===== config.mk =====
export PLATFORM = sky130hd
export DESIGN_NAME = plfl_loop_ctrl
export DESIGN_NICKNAME = d
export VERILOG_FILES = /design/src/hw/plfl_pkg.sv /design/src/hw/plfl_loop_ctrl.sv /design/src/hw/plfl_timeout.sv
export SDC_FILE = /design/constraint.sdc
export NUM_CORES = 1
export LEC_CHECK = 0
export ABC_AREA = 1
export BUFFER_PORTS_ARGS = -buffer_cell sky130_fd_sc_hd__buf_2
export CORE_ASPECT_RATIO = 0.8
export CORE_MARGIN = 2
export CORE_UTILIZATION = 58
export CTS_BUF_LIST = sky130_fd_sc_hd__clkbuf_4
export DETAILED_ROUTE_END_ITERATION = 10
export GPL_TIMING_DRIVEN = 1
export PLACE_DENSITY = 0.89
export SETUP_SLACK_MARGIN = 0.2
export SKIP_CTS_REPAIR_TIMING = 1
export SLEW_MARGIN = 5
export SYNTH_ARGS = -nofsm -noshare
export SYNTH_HDL_FRONTEND = slang
export SYNTH_SLANG_ARGS = --single-unit

===== constraint.sdc =====
create_clock -name i_ref_clk -period 1.6 [get_ports i_ref_clk]
set_input_delay 0.08 -clock i_ref_clk [delete_from_list [all_inputs] [get_ports i_ref_clk]]
set_output_delay 0.08 -clock i_ref_clk [all_outputs]
set_load 0.005 [all_outputs]

===== src/hw/plfl_pkg.sv =====
// Package of register layout, field positions, reset values and timing counts for the loop control block.
package plfl_pkg;
  // ----------------------------------------------------------------
  // Register words and control-nibble addresses
  // ----------------------------------------------------------------
  localparam int          WORD_W          = 24;
  localparam int          ADDR_LSB        = 0;
  localparam int          ADDR_W          = 4;
  localparam logic [3:0]  ADDR_FASTLOCK   = 4'hD;
  localparam logic [3:0]  ADDR_LOOP_CTRL  = 4'hF;

  // ----------------------------------------------------------------
  // Fastlock word fields
  // ----------------------------------------------------------------
  localparam int          TOC_LSB         = 4;
  localparam int          TOC_W           = 14;
  localparam int          CPF_LSB         = 18;
  localparam int          CPF_W           = 4;
  localparam int          SLIP_LSB        = 22;
  localparam int          SLIP_W          = 2;
  localparam int          FL_CNT_W        = TOC_W + 1;

  // ----------------------------------------------------------------
  // Loop reset and lock detect control word fields
  // ----------------------------------------------------------------
  localparam int          RF_FLOAT_BIT    = 4;
  localparam int          IF_FLOAT_BIT    = 5;
  localparam int          RF_HOLD_BIT     = 6;
  localparam int          IF_HOLD_BIT     = 7;
  localparam int          QUARTER_BIT     = 13;

  // ----------------------------------------------------------------
  // Reset values and timeout codes
  // ----------------------------------------------------------------
  localparam logic [13:0] TOC_RESET       = 14'h0000;
  localparam logic [3:0]  CPF_RESET       = 4'h0;
  localparam logic [1:0]  SLIP_RESET      = 2'h0;
  localparam logic        BIT_RESET       = 1'b0;
  localparam logic [13:0] TOC_GP_FLOAT    = 14'h0000;
  localparam logic [13:0] TOC_MANUAL      = 14'h0001;
  localparam logic [13:0] TOC_GP_LOW      = 14'h0002;
  localparam logic [13:0] TOC_GP_HIGH     = 14'h0003;
  localparam logic [13:0] TOC_TIMED_MIN   = 14'h0004;

  // ----------------------------------------------------------------
  // Timing
  // ----------------------------------------------------------------
  localparam int          PWRUP_RST_CYCLES = 4;
  localparam int          LD_DIV           = 4;
  localparam int          LD_DIV_W         = 2;
endpackage


===== src/hw/plfl_loop_ctrl.sv =====
// Fastlock, pin function, pump current, slip reduction and counter reset control of the RF and IF loops.
// How it works
// - Timeout 0 to 3: timed fastlock off; pin is general-purpose output for 0, 2 and 3.
// - Timeout 4 to 16383: timed fastlock on, pin shows fastlock.
// - Fastlock lasts twice the timeout value in comparison cycles.
// - Timeout 1: manual fastlock, all fastlock conditions forced, pin driven low.
// - General-purpose pin: code 0 floats, 2 drives low, 3 drives high.
// - Fastlock pump current is code plus one unit currents.
// - Slip reducer code 0 off; 1,2,3 divide sample rate by 2,4,16.
// - Quarter-rate bit divides RF lock detect events by four; IF untouched.
// - IF reset bit holds IF counters reset and floats IF pump.
// - RF reset bit holds RF counters reset and floats RF pump.
// - Any power-up forces a counter reset automatically.
// - RF float bit floats RF pump, counters keep running; default 0.
// - IF float bit floats IF pump, counters keep running; default 0.
`timescale 1ns/1ps
module plfl_loop_ctrl #(
  parameter int PWRUP_CYCLES = plfl_pkg::PWRUP_RST_CYCLES
) (
  input  wire logic                        i_ref_clk,               // System clock, 125 MHz.
  input  wire logic                        i_reset,                 // Synchronous reset, active high.
  input  wire logic                        i_reg_wr,                // Register word written, pulse.
  input  wire logic [plfl_pkg::WORD_W-1:0] i_reg_word,              // Register word, address in low nibble.
  input  wire logic                        i_freq_prog,             // New frequency programmed, pulse.
  input  wire logic                        i_power_up,              // Power-up by software or enable pin, pulse.
  input  wire logic                        i_rf_pd_event,           // RF comparison event, pulse.
  input  wire logic                        i_if_pd_event,           // IF comparison event, pulse.
  output      logic                        o_rf_fastlock_active,    // RF loop in fastlock state.
  output      logic [4:0]                  o_rf_fastlock_pump_mult, // Pump current in unit currents.
  output      logic                        o_slip_reducer_on,       // Slip reducer on.
  output      logic [2:0]                  o_slip_rate_shift,       // Sample rate divided by two to this.
  output      logic                        o_rf_fastlock_pin_out,   // Fastlock pin level.
  output      logic                        o_rf_fastlock_pin_oe,    // Fastlock pin drive enable, high drives.
  output      logic                        o_rf_ld_event,           // Event to RF lock detector, pulse.
  output      logic                        o_if_ld_event,           // Event to IF lock detector, pulse.
  output      logic                        o_rf_counter_reset,      // RF N and R counters held in reset.
  output      logic                        o_if_counter_reset,      // IF N and R counters held in reset.
  output      logic                        o_rf_pump_float,         // RF charge pump floated.
  output      logic                        o_if_pump_float          // IF charge pump floated.
);
  // ----------------------------------------------------------------
  // Functions
  // ----------------------------------------------------------------
  function automatic logic [2:0] slip_shift(input logic [1:0] code);
    unique case (code)
      2'h0: slip_shift = 3'h0;
      2'h1: slip_shift = 3'h1;
      2'h2: slip_shift = 3'h2;
      2'h3: slip_shift = 3'h4;
    endcase
  endfunction

  function automatic logic [4:0] pump_mult(input logic [3:0] code);
    pump_mult = {1'b0, code} + 5'h01;
  endfunction

  // ----------------------------------------------------------------
  // Register words
  // ----------------------------------------------------------------
  logic [13:0] rf_fastlock_timeout_q;
  logic [3:0]  rf_fastlock_pump_current_q;
  logic [1:0]  cycle_slip_reducer_q;
  logic        lock_detect_quarter_rate_q;
  logic        rf_counter_reset_bit_q;
  logic        if_counter_reset_bit_q;
  logic        rf_pump_float_field_q;
  logic        if_pump_float_field_q;

  wire [3:0] wr_addr  = i_reg_word[plfl_pkg::ADDR_LSB +: plfl_pkg::ADDR_W];
  wire       wr_fast  = i_reg_wr && (wr_addr == plfl_pkg::ADDR_FASTLOCK);
  wire       wr_ctrl  = i_reg_wr && (wr_addr == plfl_pkg::ADDR_LOOP_CTRL);

  always_ff @(posedge i_ref_clk) begin
    if (i_reset) begin
      rf_fastlock_timeout_q      <= plfl_pkg::TOC_RESET;
      rf_fastlock_pump_current_q <= plfl_pkg::CPF_RESET;
      cycle_slip_reducer_q       <= plfl_pkg::SLIP_RESET;
    end else if (wr_fast) begin
      rf_fastlock_timeout_q      <= i_reg_word[plfl_pkg::TOC_LSB +: plfl_pkg::TOC_W];
      rf_fastlock_pump_current_q <= i_reg_word[plfl_pkg::CPF_LSB +: plfl_pkg::CPF_W];
      cycle_slip_reducer_q       <= i_reg_word[plfl_pkg::SLIP_LSB +: plfl_pkg::SLIP_W];
    end
  end

  always_ff @(posedge i_ref_clk) begin
    if (i_reset) begin
      lock_detect_quarter_rate_q <= plfl_pkg::BIT_RESET;
      rf_counter_reset_bit_q     <= plfl_pkg::BIT_RESET;
      if_counter_reset_bit_q     <= plfl_pkg::BIT_RESET;
      rf_pump_float_field_q      <= plfl_pkg::BIT_RESET;
      if_pump_float_field_q      <= plfl_pkg::BIT_RESET;
    end else if (wr_ctrl) begin
      lock_detect_quarter_rate_q <= i_reg_word[plfl_pkg::QUARTER_BIT];
      rf_counter_reset_bit_q     <= i_reg_word[plfl_pkg::RF_HOLD_BIT];
      if_counter_reset_bit_q     <= i_reg_word[plfl_pkg::IF_HOLD_BIT];
      rf_pump_float_field_q      <= i_reg_word[plfl_pkg::RF_FLOAT_BIT];
      if_pump_float_field_q      <= i_reg_word[plfl_pkg::IF_FLOAT_BIT];
    end
  end

  // ----------------------------------------------------------------
  // Fastlock mode and timeout
  // ----------------------------------------------------------------
  wire timed_mode  = (rf_fastlock_timeout_q >= plfl_pkg::TOC_TIMED_MIN);
  wire manual_mode = (rf_fastlock_timeout_q == plfl_pkg::TOC_MANUAL);
  wire timer_busy;
  wire [plfl_pkg::FL_CNT_W-1:0] timer_load = {rf_fastlock_timeout_q, 1'b0};

  // Leaving timed mode kills a running period so a general-purpose pin code takes effect at once.
  plfl_timeout #(
    .CNT_W (plfl_pkg::FL_CNT_W)
  ) u_timeout (
    .i_ref_clk (i_ref_clk),
    .i_reset   (i_reset),
    .i_start   (i_freq_prog && timed_mode),
    .i_load    (timer_load),
    .i_tick    (i_rf_pd_event),
    .i_abort   (!timed_mode),
    .o_busy    (timer_busy)
  );

  wire fl_active = manual_mode || (timed_mode && timer_busy);

  // Pin in general-purpose mode follows the code; in timed mode it is pulled low only while fastlock runs.
  wire pin_oe_d  = manual_mode ? 1'b1 :
                   timed_mode  ? timer_busy :
                   (rf_fastlock_timeout_q != plfl_pkg::TOC_GP_FLOAT);
  wire pin_out_d = (!timed_mode && !manual_mode) &&
                   (rf_fastlock_timeout_q == plfl_pkg::TOC_GP_HIGH);

  // ----------------------------------------------------------------
  // Lock detect event divider
  // ----------------------------------------------------------------
  logic [plfl_pkg::LD_DIV_W-1:0] ld_div_q;
  wire  ld_wrap = (ld_div_q == plfl_pkg::LD_DIV_W'(plfl_pkg::LD_DIV - 1));
  wire  rf_ld_d = i_rf_pd_event && (!lock_detect_quarter_rate_q || ld_wrap);

  always_ff @(posedge i_ref_clk) begin
    if (i_reset) begin
      ld_div_q <= '0;
    end else if (i_rf_pd_event) begin
      ld_div_q <= ld_div_q + plfl_pkg::LD_DIV_W'(1);
    end
  end

  // ----------------------------------------------------------------
  // Power-up counter reset
  // ----------------------------------------------------------------
  logic [3:0] pwrup_cnt_q;
  wire        pwrup_rst = (pwrup_cnt_q != 4'h0);

  always_ff @(posedge i_ref_clk) begin
    if (i_reset) begin
      pwrup_cnt_q <= 4'h0;
    end else if (i_power_up) begin
      pwrup_cnt_q <= 4'(PWRUP_CYCLES);
    end else if (pwrup_rst) begin
      pwrup_cnt_q <= pwrup_cnt_q - 4'h1;
    end
  end

  // ----------------------------------------------------------------
  // Counter hold and pump float
  // ----------------------------------------------------------------
  // A counter reset floats the pump as well; the float bits alone leave the counters counting.
  wire rf_hold_d  = rf_counter_reset_bit_q || pwrup_rst;
  wire if_hold_d  = if_counter_reset_bit_q || pwrup_rst;
  wire rf_float_d = rf_hold_d || rf_pump_float_field_q;
  wire if_float_d = if_hold_d || if_pump_float_field_q;

  // ----------------------------------------------------------------
  // Pump current and slip reducer decode
  // ----------------------------------------------------------------
  wire [4:0] pump_mult_d  = pump_mult(rf_fastlock_pump_current_q);
  wire [2:0] slip_shift_d = slip_shift(cycle_slip_reducer_q);
  wire       slip_on_d    = (slip_shift(cycle_slip_reducer_q) != 3'h0);

  // ----------------------------------------------------------------
  // Fastlock and decode outputs
  // ----------------------------------------------------------------
  // Fastlock state and pin drive leave through flops so the pin never glitches on a register write.
  always_ff @(posedge i_ref_clk) begin
    if (i_reset) begin
      o_rf_fastlock_active  <= 1'b0;
      o_rf_fastlock_pin_out <= 1'b0;
      o_rf_fastlock_pin_oe  <= 1'b0;
    end else begin
      o_rf_fastlock_active  <= fl_active;
      o_rf_fastlock_pin_out <= pin_out_d;
      o_rf_fastlock_pin_oe  <= pin_oe_d;
    end
  end

  // The settings behind these have their own reset, so the decoded values settle while reset is held.
  always_ff @(posedge i_ref_clk) begin
    o_rf_fastlock_pump_mult <= pump_mult_d;
    o_slip_reducer_on       <= slip_on_d;
    o_slip_rate_shift       <= slip_shift_d;
  end

  // ----------------------------------------------------------------
  // Event and loop reset outputs
  // ----------------------------------------------------------------
  // Lock detect events leave one cycle after the comparison event that caused them.
  always_ff @(posedge i_ref_clk) begin
    if (i_reset) begin
      o_rf_ld_event <= 1'b0;
      o_if_ld_event <= 1'b0;
    end else begin
      o_rf_ld_event <= rf_ld_d;
      o_if_ld_event <= i_if_pd_event;
    end
  end

  // Counter hold and pump float leave together so the loop sees both change on one edge.
  always_ff @(posedge i_ref_clk) begin
    if (i_reset) begin
      o_rf_counter_reset <= 1'b0;
      o_if_counter_reset <= 1'b0;
      o_rf_pump_float    <= 1'b0;
      o_if_pump_float    <= 1'b0;
    end else begin
      o_rf_counter_reset <= rf_hold_d;
      o_if_counter_reset <= if_hold_d;
      o_rf_pump_float    <= rf_float_d;
      o_if_pump_float    <= if_float_d;
    end
  end
endmodule


===== src/hw/plfl_timeout.sv =====
// Fastlock timeout counter clocked by comparison events.
`timescale 1ns/1ps
module plfl_timeout #(
  parameter int CNT_W = plfl_pkg::FL_CNT_W
) (
  input  wire logic             i_ref_clk,  // System clock.
  input  wire logic             i_reset,    // Synchronous reset, active high.
  input  wire logic             i_start,    // Load the count, one-cycle pulse.
  input  wire logic [CNT_W-1:0] i_load,     // Number of comparison events to stay busy.
  input  wire logic             i_tick,     // Comparison event, one-cycle pulse.
  input  wire logic             i_abort,    // Drop the count at once.
  output      logic             o_busy      // Count not yet expired.
);
  logic [CNT_W-1:0] cnt_q;
  logic [CNT_W-1:0] cnt_d;
  wire              running = (cnt_q != '0);

  // A fresh start wins over a tick in the same cycle so the full period is kept.
  assign cnt_d = i_abort ? '0 :
                 i_start ? i_load :
                 (i_tick && running) ? cnt_q - CNT_W'(1) : cnt_q;
  assign o_busy = running;

  always_ff @(posedge i_ref_clk) begin
    if (i_reset) begin
      cnt_q <= '0;
    end else begin
      cnt_q <= cnt_d;
    end
  end
endmodule


== Word level (Yosys, flattened, before mapping) ==
Index checks and enable logic that the tools add are counted.
Word-level totals
  memory bits (writable): 0
  flip-flop bits (word level): 64
  memories kept: 0
  input bits: 31
  ROM bits: 0
  output and inout bits: 18
  word-level logic and storage cells: 73
  latch bits: 0
Operators by class
  shift operators: 0
  $lt $le $gt $ge: 1
  divide/modulo/power cells: 0
  muxes and demuxes: 7
  bitwise operators: 1
  $mul: 0
  add/subtract/negate cells: 4
  reduce and logical (&&, ||, !) cells: 27
  equality and inequality tests: 8
Operator list (count)
  $mux 15: 2
  $reduce_bool 15->1: 1
  $sub 15x1->15 const B: 1
  $eq 14x1->1 const B: 1
  $eq 14x2->1 const B: 1
  $ge 14x3->1 const B: 1
  $reduce_bool 14->1: 1
  $pmux 3 s4: 1
  $eq 4x4->1 const B: 2
  $logic_and 1x1->1: 8
  $eq 2x2->1 const B: 3
  $logic_or 1x1->1: 6
  $mux 3: 2
  $add 4x1->5 const B: 1
  $reduce_bool 2->1: 2
  $reduce_bool 4->1: 1
  $reduce_or 2->1: 2
  $sub 4x1->4 const B: 1
  $logic_not 1->1: 3
  $reduce_bool 3->1: 1
  $reduce_or 3->1: 1
  $add 2x1->2 const B: 1
  $eq 2x1->1 const B: 1
  $logic_not 2->1: 1
  2 further kinds: 3

== Logic depth before layout (Yosys ltp) ==
Gate-level depths: netlist of the first run.
  depth in word-level cells: 4
  depth in mapped cells: 11

== Modules after synthesis ==
A second synthesis of the first run with hierarchy kept.
Unflattened totals
  cell total of the unflattened synthesis: 400
  area total of the unflattened synthesis: 2872.8 um^2
By module, submodules not included
  plfl_loop_ctrl: cells an instance 218, area an instance 1796.7 um^2, seq. area each 980.9 um^2, times used 1
  plfl_timeout: cells an instance 182, area an instance 1076.0 um^2, seq. area each 300.3 um^2, times used 1

== Worst setup path after synthesis of the first run ==
No wires, ideal clock.
  path kind: register -> register
  start: register u_timeout.cnt_q[0]
  end: register u_timeout.cnt_q[12]
  period minus slack after synthesis: 1.397 ns
  path slack: 0.203 ns
  cell stages (with the launch flop): 12
  arrival time: 1.341 ns
  cells stage by stage: dfxtp_1 > inv_1 > ha_1 > nand2_2 > nor2_2 > nand2_4 > nand2_8 > nor2_1 > nand2_1 > nand3_1 > nand2_1 > inv_1
Between the ends
  word-level cells in the longest chain between the ends: 3
RTL lines
  start, declared: RTL line plfl_timeout.sv:14  | logic [CNT_W-1:0] cnt_q;
  start signal, assigned: RTL line plfl_timeout.sv:28  | cnt_q <= cnt_d;
  $sub 15x1->15 / $reduce_bool 15->1 (equally long branches): RTL line plfl_timeout.sv:21, plfl_timeout.sv:16
  $mux 15 / $logic_and 1x1->1 (equally long branches): RTL line plfl_timeout.sv:21  | (i_tick && running) ? cnt_q - CNT_W'(1) : cnt_q;
  $mux 15 / $reduce_bool 2->1 (equally long branches)
Parallel ways exist; a longest one is shown, timed or not. The select of a mux whose other input is x is not followed.
A chain may end at the register's enable or synchronous reset.

== Final worst setup path of the first run ==
  start: register u_timeout.cnt_q[3]
  end: register u_timeout.cnt_q[11]
Same word-level chain as after synthesis.

==> impl_results.md, run 1 <==
- Max Cap Viol: 0
- Reg area: 1301 sq um
- Setup crit start: u_timeout.cnt_q[3]
- Post-Layout Inst Area: 3976 sq um
- Placed Area: 3144 sq um
- Internal cell power: roughly 3.1 mW
- Final setup viols: 1
- Actual slew at the worst max-slew pin: roughly 0.76 ns
- Reg2Reg Launch Point: u_timeout.cnt_q[3]
- Fillers: 217
- Global-route wire length before repair: 10.75 mm
- Std cell rows: 22
- Layout Skew: 0.01778 ns
- Pre-CTS WS: -0.01743 ns
- FF-to-FF setup slack: -0.07 ns
- # diodes: 0
- Synth area leaders: dfxtp_1, nor2_1, nand2_1
- Starting Density: 0.6088
- Seq cells post-synth: between 60 and 70
- Vias in the first global route: 2500
- Crit path launch type: flip-flop
- Clock power frac: 0.293
- Post-DP HPWL: 4.592 mm
- Top delay family on crit path: simple AND/OR/NAND/NOR gates
- Synthesized cell area: 2815 sq um
- Slew Viols, Final: 0
- Number of H-tree levels: 3
- Comb pwr share: 0.338
- Setup ws final: -0.07037 ns
- Pin count of the biggest net entering global routing: 30
- PortBufs: 48
- Core Area: 4624 sq um
- Layout area overhead: 41.24%
- Synth warn: 0
- Routed via count: approximately 3300
- VDD IR max: 1134 uV
- DR DRC count: 0
- CTS clock-pin slew for the worst setup and hold paths: 0.12 ns
- Drt via density: between 5 and 6
- Fin crit share: 1.044
- Crit-path slowest cell: dfxtp_1
- Critical path depth: 10
- Mapped Cells: 397
- Full die area: 5431 sq um
- CTS Buffer Depth: 2
- TritonCTS Sinks: 64
- Power per Cell Area: 1188 nW/um^2
- Antenna Nets Post-Route: 0
- WP data arrival: around 2 ns
- Routed wire length: 9.405 mm
- Worst path max stage delay: 0.51 ns
- Syn Nets: approximately 430
- Relative slew margins: 0.4946
- Bufs and invs on worst path: 1
- Final hold vios: 0
- Die height: 66.32 um
- Initial DRC Count: 517
- Worst r2r path cells: 10
- DRT Pass-1 Iters: 7
- CP Class: flip-flop to flip-flop
- CTS Buf Count: 9
- Total gr overflow: 0
- Switch Pwr: 1.614 mW
- Synth Area per Inst: 7.091 sq um
- Worst hold path type: primary input to flip-flop
- LEAKAGE: between 1.5 and 2 nW
- Unique cell type count in the Yosys netlist: 30
- Clock latency on the worst-skew pair: 0.42 ns
- Routed len/inst: 16.92 um
- Antenna violations before repair: 0
- Worst setup EP type: flip-flop
- Die width: about 82 um
- Min cycle time layout: about 1.7 ns
- Sequential share of power: 0.369
- R2R Path End: u_timeout.cnt_q[11]
- Worst setup path end: u_timeout.cnt_q[11]
- Worst path required time: about 1.9 ns
- CTS root buf: clkbuf_4
- Failing checks: setup timing
- Fmax: approximately 0.6 GHz
- Total GRT Usage: 0.2609
- Worst-path fanout max: 7
- Footprint of the multi-input gates: 1555 sq um
- Synth area leader: dfxtp_1
- Final nets: 527
- Switching fraction of total power: 0.3416
- Status: finished, violations left
- RePlAce Congestion: roughly 0.9
- TritonCTS clock tree: done
- Layout cells sized above 1: 0.3065
- Crit-path cells: nor2_2 > nand2_4 > nor2_4 > nand2_4 > nand2_8 > buf_12 > nand3_1 > nand2_1 > nor2_1 > nor2_1
- RSZ-0062 raised after global routing: yes
- Boundary Pins: 49
- Post-synth top area share: 0.4551
- Sequential share of the synthesized area: 0.4551
==> cell type report <==
type | count | area share
clock inverter | 6 | 0.02738
timing repair buffer | 93 | 0.1772
inverter | 43 | 0.04122
tap | 60 | 0.01888
multi-input combinational | 281 | 0.3911
sequential | 64 | 0.3273
clock buffer | 9 | 0.01699
==> cell families (layout without fill, tap and decap cells) <==
kind of cell	Yosys count	count (layout)	synth area share
xor gates and xnor gates	9	9	0.02800
DFF	64	64	0.4551
and+or+nand+nor	217	218	0.3316
buffers and inverters	53	151	0.07555
adders and majority gates	4	4	0.01778
AOI/OAI and AO/OA	50	50	0.09200
==> cells in the final DEF (no fill, tap or decap), types with 3 or more instances in the layout <==
cell / count
inv_1: 39
clkbuf_4: 9
xor2_1: 6
nand2_2: 7
nor2_1: 72
nor2_4: 15
dfxtp_2: 13
xnor2_1: 3
nor2_2: 11
nand3_2: 8
nand3_1: 24
bufinv_16: 3
nand4_1: 3
nand2_4: 5
buf_12: 3
dfxtp_1: 50
buf_4: 14
buf_2: 48
buf_6: 3
o21ai_0: 31
nand2_1: 65
ha_1: 3
a21oi_1: 13
dlygate4sd3_1: 24
inv_2: 3
==> registers in the layout (all words and copies together), names as in the netlist, 2 cells and up <==
signal and flops:
cycle_slip_reducer_q 2, ld_div_q 2, o_rf_fastlock_pump_mult 5, o_slip_rate_shift 3, pwrup_cnt_q 4, rf_fastlock_pump_current_q 4
rf_fastlock_timeout_q 14, u_timeout.cnt_q 15
==> per-layer routing <==
metal  up-vias  wire [um]  global-route usage
met2       304       4198              0.3953
li1       1449          -                   -
met3        68       1086             0.09563
met4         0        524              0.1104
met1      1476       3595              0.3333
met5         -          0                   0
==> worst min-delay path by stage <==
stage	endpoint	startpoint	cells after the start	slack [ns]
floorplan	ld_div_q[1]	i_rf_pd_event	1	0.17
global placement	o_if_ld_event	i_if_pd_event	3	0.29
detailed placement	o_if_ld_event	i_if_pd_event	3	0.30
CTS	o_if_ld_event	i_if_pd_event	3	-0.15
global route	ld_div_q[1]	i_rf_pd_event	2	0.05
finish	ld_div_q[1]	i_rf_pd_event	2	0.05
==> synthesized netlist by cell type, drive strengths merged <==
master and number:
a211oi 1, a21oi 13, a31oi 2, and2 1, buf 3, clkbuf 7
dfxtp 64, ha 4, inv 43, nand2 78, nand3 32, nand4 3
nor2 98, nor3 3, nor3b 1, nor4 1, o2111ai 1, o21ai 33
xnor2 3, xor2 6
==> metrics by stage <==
step | TNS (ns) | hold WS (ns) | power (mW) | utilization | std cells
after detailed placement | -0.01743 | 0.2951 | 2.757 | 0.6799 | 502
final | -0.07037 | 0.04741 | 4.723 | 0.8598 | 556
after floorplan | 0 | 0.1737 | 2.513 | - | 397
after global routing | -0.1694 | 0.04734 | 4.874 | 0.8598 | 556
after global placement | 0 | 0.2867 | 2.715 | 0.6799 | 502
after CTS | -0.1608 | -0.1484 | 4.099 | 0.7181 | 517
==> power by group through the flow <==
stage                     logic (mW)  registers, mW  clock network (mW)
final                           1.59           1.74                1.39
after global routing            1.67           1.75                1.46
after CTS                       1.01           1.72                1.37
after detailed placement       0.998           1.76                   0
after global placement         0.959           1.76                   0
after floorplan                0.759           1.75                   0
Note: power is estimated with default switching activity, not from simulation.
==> inputs of run 2 (changes only) <==
CORE_MARGIN = 5   (was 2)
==> run 2 against run 1 <==
Compared with the run above:
- design area shrank 7.0%
- the run ends with hold timing, setup timing left
- power decreased by 9.1%
- fmax is 3.7% higher
- first-iteration DRC count decreased by 12%
- register-to-register slack better by 0.06 ns
- sequential cell count unchanged
- largest cell class unchanged
- setup slack improved by 0.059 ns
- die area increased by 17%
- worst hold slack worse by 0.090 ns
==> impl_results.md, run 2 (synthesis results as in run 1) <==
- Relative slew margins: 0.5279
- Routed wire length: 8.368 mm
- CTS root buf: clkbuf_4
- Reg area: 1287 sq um
- Max reg flops: 15
- Pre-CTS WS: -0.007911 ns
- Starting Density: 0.6052
- Final hold vios: 2
- LEAKAGE: around 1.9 nW
- Power per Cell Area: approximately 1200 nW/um^2
- Antenna violations before repair: 0
- Total GRT Usage: 0.2163
- Worst-path fanout max: 8
- Setup ws final: -0.01113 ns
- Layout Skew: 0.02001 ns
- Worst hold path type: primary input to flip-flop
- WHS: -0.04264 ns
- Top reg by flops: u_timeout.cnt_q
- CP Class: flip-flop to flip-flop
- Pin count of the biggest net entering global routing: 30
- RePlAce Congestion: slightly above 0.9
- Worst path max stage delay: 0.38 ns
- Total gr overflow: 0
- Routed len/inst: 15.24 um
- Core Area: between 4000 and 5000 sq um
- Post-Layout Inst Area: 3700 sq um
- TritonCTS Sinks: 64
- Post-DP HPWL: 4.623 mm
- DR DRC count: 0
- Most frequent cells in the layout: nor2_1, nand2_1, dfxtp_1
- Full die area: approximately 6400 sq um
- PortBufs: 48
- Global-route wire length before repair: 10.82 mm
- Failing checks: hold timing, setup timing
- Worst path required time: between 1.5 and 2 ns
- Min cycle time layout: 1.611 ns
- Final nets: 520
- Routed via count: 3120
- Clock latency on the worst-skew pair: 0.43 ns
- Vias in the first global route: 2395
- Die width: 87.89 um
- # diodes: 0
- Fin crit share: 1.007
- Layout cells sized above 1: 0.2270
- Status: finished, violations left
- Boundary Pins: 49
- CP most frequent cell: nor2_1
- Footprint of the multi-input gates: approximately 1400 sq um
- Leading registers by flop count: u_timeout.cnt_q x15, rf_fastlock_timeout_q x14, o_rf_fastlock_pump_mult x5
- Crit path launch type: flip-flop
- Die height: 72.32 um
- Actual slew at the worst max-slew pin: ~0.71 ns
- Layout area overhead: 31.42%
- Max Cap Viol: 0
- VDD IR max: 894.1 uV
- Final setup viols: 2
- CTS Buffer Depth: 2
- CTS clock-pin slew for the worst setup and hold paths: 0.11 ns
- Fillers: 276
- WP data arrival: 1.95 ns
- Crit-path slowest cell: dfxtp_1
- DRT Pass-1 Iters: 6
- Worst setup EP type: flip-flop
- Std cell rows: 22
- Fmax: 0.6207 GHz
- Drt via density: between 5 and 6
- Slew Viols, Final: 0
- TritonCTS clock tree: done
- FF-to-FF setup slack: -0.01 ns
- Post-route total power: ~4.3 mW
- Commonest non-fill, non-tap cell in the layout: nor2_1
- CTS Buf Count: 9
- Placed Area: 3137 sq um
- Number of H-tree levels: 3
- Antenna Nets Post-Route: 0
- RSZ-0062 raised after global routing: yes
- Crit-path cells: nor2_2 > nand2_1 > nor2_4 > nand2_4 > nand2_8 > inv_4 > nand2_1 > nor2_1 > nor2_1 > nor2_1
- Initial DRC Count: 454
-- run 2: cell types whose count changed in the layout (fill, tap and decap cells not counted), moves of 3 or more --
cell / before / now
buf_6: 3 / 0
dfxtp_1: 50 / 59
dfxtp_2: 13 / 5
nand2_1: 65 / 71
nand2_2: 7 / 2
nand3_1: 24 / 31
nand3_2: 8 / 1
nor2_1: 72 / 81
nor2_4: 15 / 5
-- run 2: final timing paths --
check,start,endpoint,cells after the start
setup / recovery,u_timeout.cnt_q[12],u_timeout.cnt_q[6],10
hold / removal,i_reg_word[5],rf_fastlock_timeout_q[1],3
setup reg to reg,u_timeout.cnt_q[12],u_timeout.cnt_q[6],10
hold reg to reg,rf_fastlock_pump_current_q[0],o_rf_fastlock_pump_mult[0],1
-- run 2: per-layer routing --
layer  track usage  up-vias  part of all wire
met2        0.3328      213              0.46
met3       0.08286       54              0.11
met5             0        -                 0
met4       0.05792        0             0.045
met1        0.2849     1419              0.38
li1              -     1434                 -
-- run 2: area by class of cell --
cell class,count,area share
multi-input combinational,281,0.3825
sequential,64,0.3480
timing repair buffer,86,0.1650
inverter,43,0.04430
clock buffer,10,0.02029
tap,60,0.02029
clock inverter,5,0.01961
-- run 2: critical path, delay by kind of cell (launching register included) --
| kind | cells | cell delay (ns) |
|---|---|---|
| flip-flops | 1 | 0.38 |
| AND/OR/NAND/NOR | 9 | 1.08 |
| buffers and inverters | 1 | 0.06 |
-- run 2: stage by stage --
step                hold slack, ns  setup TNS, ns  instances    util
finish                    -0.04264       -0.01278        549  0.7953
floorplan                   0.1737              0        397       -
detailed placement          0.2936       -0.01007        501  0.6743
global route              0.006194        -0.5104        549  0.7953
global placement            0.2847              0        501  0.6743
CTS                        -0.1357        -0.1439        516  0.7060
-- run 2: report_power, final --
part           internal [mW]  total (mW)  switching [mW]  leakage (nW)
clock network          0.630        1.22           0.592        0.0813
registers               1.67        1.73          0.0603         0.522
logic                  0.530        1.34           0.808          1.27
total                   2.83        4.29            1.46          1.87
==> inputs of run 3 (changes only) <==
CORE_UTILIZATION = 50   (was 58)
PLACE_DENSITY = 0.79   (was 0.89)
==> run 3 against run 2 <==
Compared with the run above:
- combinational power increased by 8%
- die area increased by 14%
- the run now ends clean
- setup slack improved by 0.14 ns
- design area increased by 2.9%
- wire length decreased by 11%
- global-route usage decreased by 2.6 points
- sequential cell count unchanged
- final cell count increased by 4.6%
- critical path type unchanged
- critical endpoint is now u_timeout.cnt_q[12]
==> impl_results.md, run 3 (synthesis results as in run 1) <==
- Fin crit share: 0.9185
- LEAKAGE: 1.884 nW
- Global-route wire length before repair: about 11 mm
- CTS root buf: clkbuf_4
- Worst hold path type: primary input to flip-flop
- Power per Cell Area: ~1100 nW/um^2
- Drt via density: 5.000
- Initial DRC Count: 221
- Commonest non-fill, non-tap cell in the layout: nor2_1
- Leading registers by flop count: u_timeout.cnt_q x15, rf_fastlock_timeout_q x14, o_rf_fastlock_pump_mult x5
- CP Class: flip-flop to flip-flop
- RSZ-0062 raised after global routing: yes
- R2R Path End: u_timeout.cnt_q[12]
- Post-route total power: roughly 4.3 mW
- Actual slew at the worst max-slew pin: around 0.7 ns
- Std cell rows: 24
- Full die area: roughly 7200 sq um
- Pin count of the biggest net entering global routing: 26
- WP data arrival: 1.82 ns
- Worst-path fanout max: 7
- Max Cap Viol: 0
- Routed via count: roughly 2900
- Pre-CTS WS: -0.04011 ns
- Routed len/inst: 12.93 um
- Number of H-tree levels: 3
- Worst setup EP type: flip-flop
- Boundary Pins: 49
- Clock latency on the worst-skew pair: 0.42 ns
- Slew Viols, Final: 0
- CTS Buf Count: 9
- Reg2Reg Launch Point: rf_fastlock_timeout_q[12]
- Post-DP HPWL: between 4 and 5 mm
- Antenna violations before repair: 0
- Total gr overflow: 0
- Total GRT Usage: 0.1902
- Status: finished, final reports clean
- Routed wire length: 7.419 mm
- Fmax: between 0.6 and 0.7 GHz
- RePlAce Congestion: 0.8984
- Min cycle time layout: ~1.5 ns
- Hold Path Depth: 2
- # diodes: 0
- Hold Crit Start: i_rf_pd_event
- Antenna Nets Post-Route: 0
- FF-to-FF setup slack: 0.13 ns
- CTS Buffer Depth: 2
- Layout Skew: 0.01367 ns
- Die width: 93.89 um
- Layout area overhead: 35.20%
- Fillers: 448
- Core Area: 5465 sq um
- Fin util: 0.6964
- Final setup viols: 0
- Relative slew margins: 0.5305
- PortBufs: 48
- Layout cells sized above 1: 0.2601
- WHS: 0.05077 ns
- Setup ws final: 0.1304 ns
- Vias in the first global route: 2420
- TritonCTS Sinks: 64
- Worst path required time: between 1.5 and 2 ns
- Final nets: 526
- Top reg by flops: u_timeout.cnt_q
- DRT Pass-1 Iters: 5
- Starting Density: 0.5151
- Worst r2r path cells: 10
- DR DRC count: 0
- Placed Area: 3184 sq um
- CTS clock-pin slew for the worst setup and hold paths: 0.10 ns
- Crit path launch type: flip-flop
- VDD IR max: 689.4 uV
- Most frequent cells in the layout: nor2_1, nand2_1, dfxtp_1
- WHS Endpoint: ld_div_q[1]
- Die height: 77.12 um
- Max reg flops: 15
- Final hold vios: 0
- Post-Layout Inst Area: around 3800 sq um
- TritonCTS clock tree: done
==> run 3: power by group <==
part	switching, mW	internal, mW	total [mW]
Clock	0.585	0.486	1.07
Sequential	0.0608	1.67	1.73
Combinational	0.809	0.642	1.45
Total	1.45	2.80	4.26
==> run 3: layout make-up <==
class / instances / area (sq um) / area share
multi-input cells: 281 / 1464 / 0.3846
clock inverters: 6 / 60.06 / 0.01578
flip-flops and latches: 64 / 1289 / 0.3386
inverters: 43 / 163.9 / 0.04306
well taps: 78 / 97.59 / 0.02564
clock buffers: 10 / 75.07 / 0.01972
repair buffers: 92 / 656.9 / 0.1726
==> run 3: worst max-delay path by stage <==
stage,to,slack (ns),start,cells after the start
detailed placement,u_timeout.cnt_q[12],-0.04,u_timeout.cnt_q[0],11
global placement,u_timeout.cnt_q[4],0.05,u_timeout.cnt_q[0],11
finish,u_timeout.cnt_q[12],0.13,rf_fastlock_timeout_q[12],10
floorplan,u_timeout.cnt_q[12],0.20,u_timeout.cnt_q[0],11
global route,u_timeout.cnt_q[7],0.02,rf_fastlock_timeout_q[2],9
CTS,u_timeout.cnt_q[7],-0.09,u_timeout.cnt_q[0],11
==> run 3: layer usage <==
metal | up-vias | wire length, um | track usage | share of wire
met5 | - | 0 | 0 | 0
met4 | 0 | 311 | 0.08658 | 0.042
met3 | 29 | 404 | 0.07045 | 0.054
met2 | 96 | 3435 | 0.2778 | 0.46
met1 | 1299 | 3268 | 0.2477 | 0.44
li1 | 1446 | - | - | -
==> run 3: metrics by stage <==
step / TNS [ns] / instances
2_1_floorplan: 0 / 397
3_3_place_gp: 0 / 524
3_5_place_dp: -0.1163 / 524
4_1_cts: -0.3119 / 540
5_1_grt: 0 / 574
6_report: 0 / 574
==> run 3: critical path, cell delays in order, from the launching register on <==
cell and delay [ns]:
dfxtp_1 0.36, nor2_2 0.13, nand2_1 0.08, nor2_2 0.13, nand2_2 0.13, nand2_4 0.14
buf_6 0.15, nand3_1 0.08, nand3_1 0.08, nand2_1 0.06, inv_1 0.07
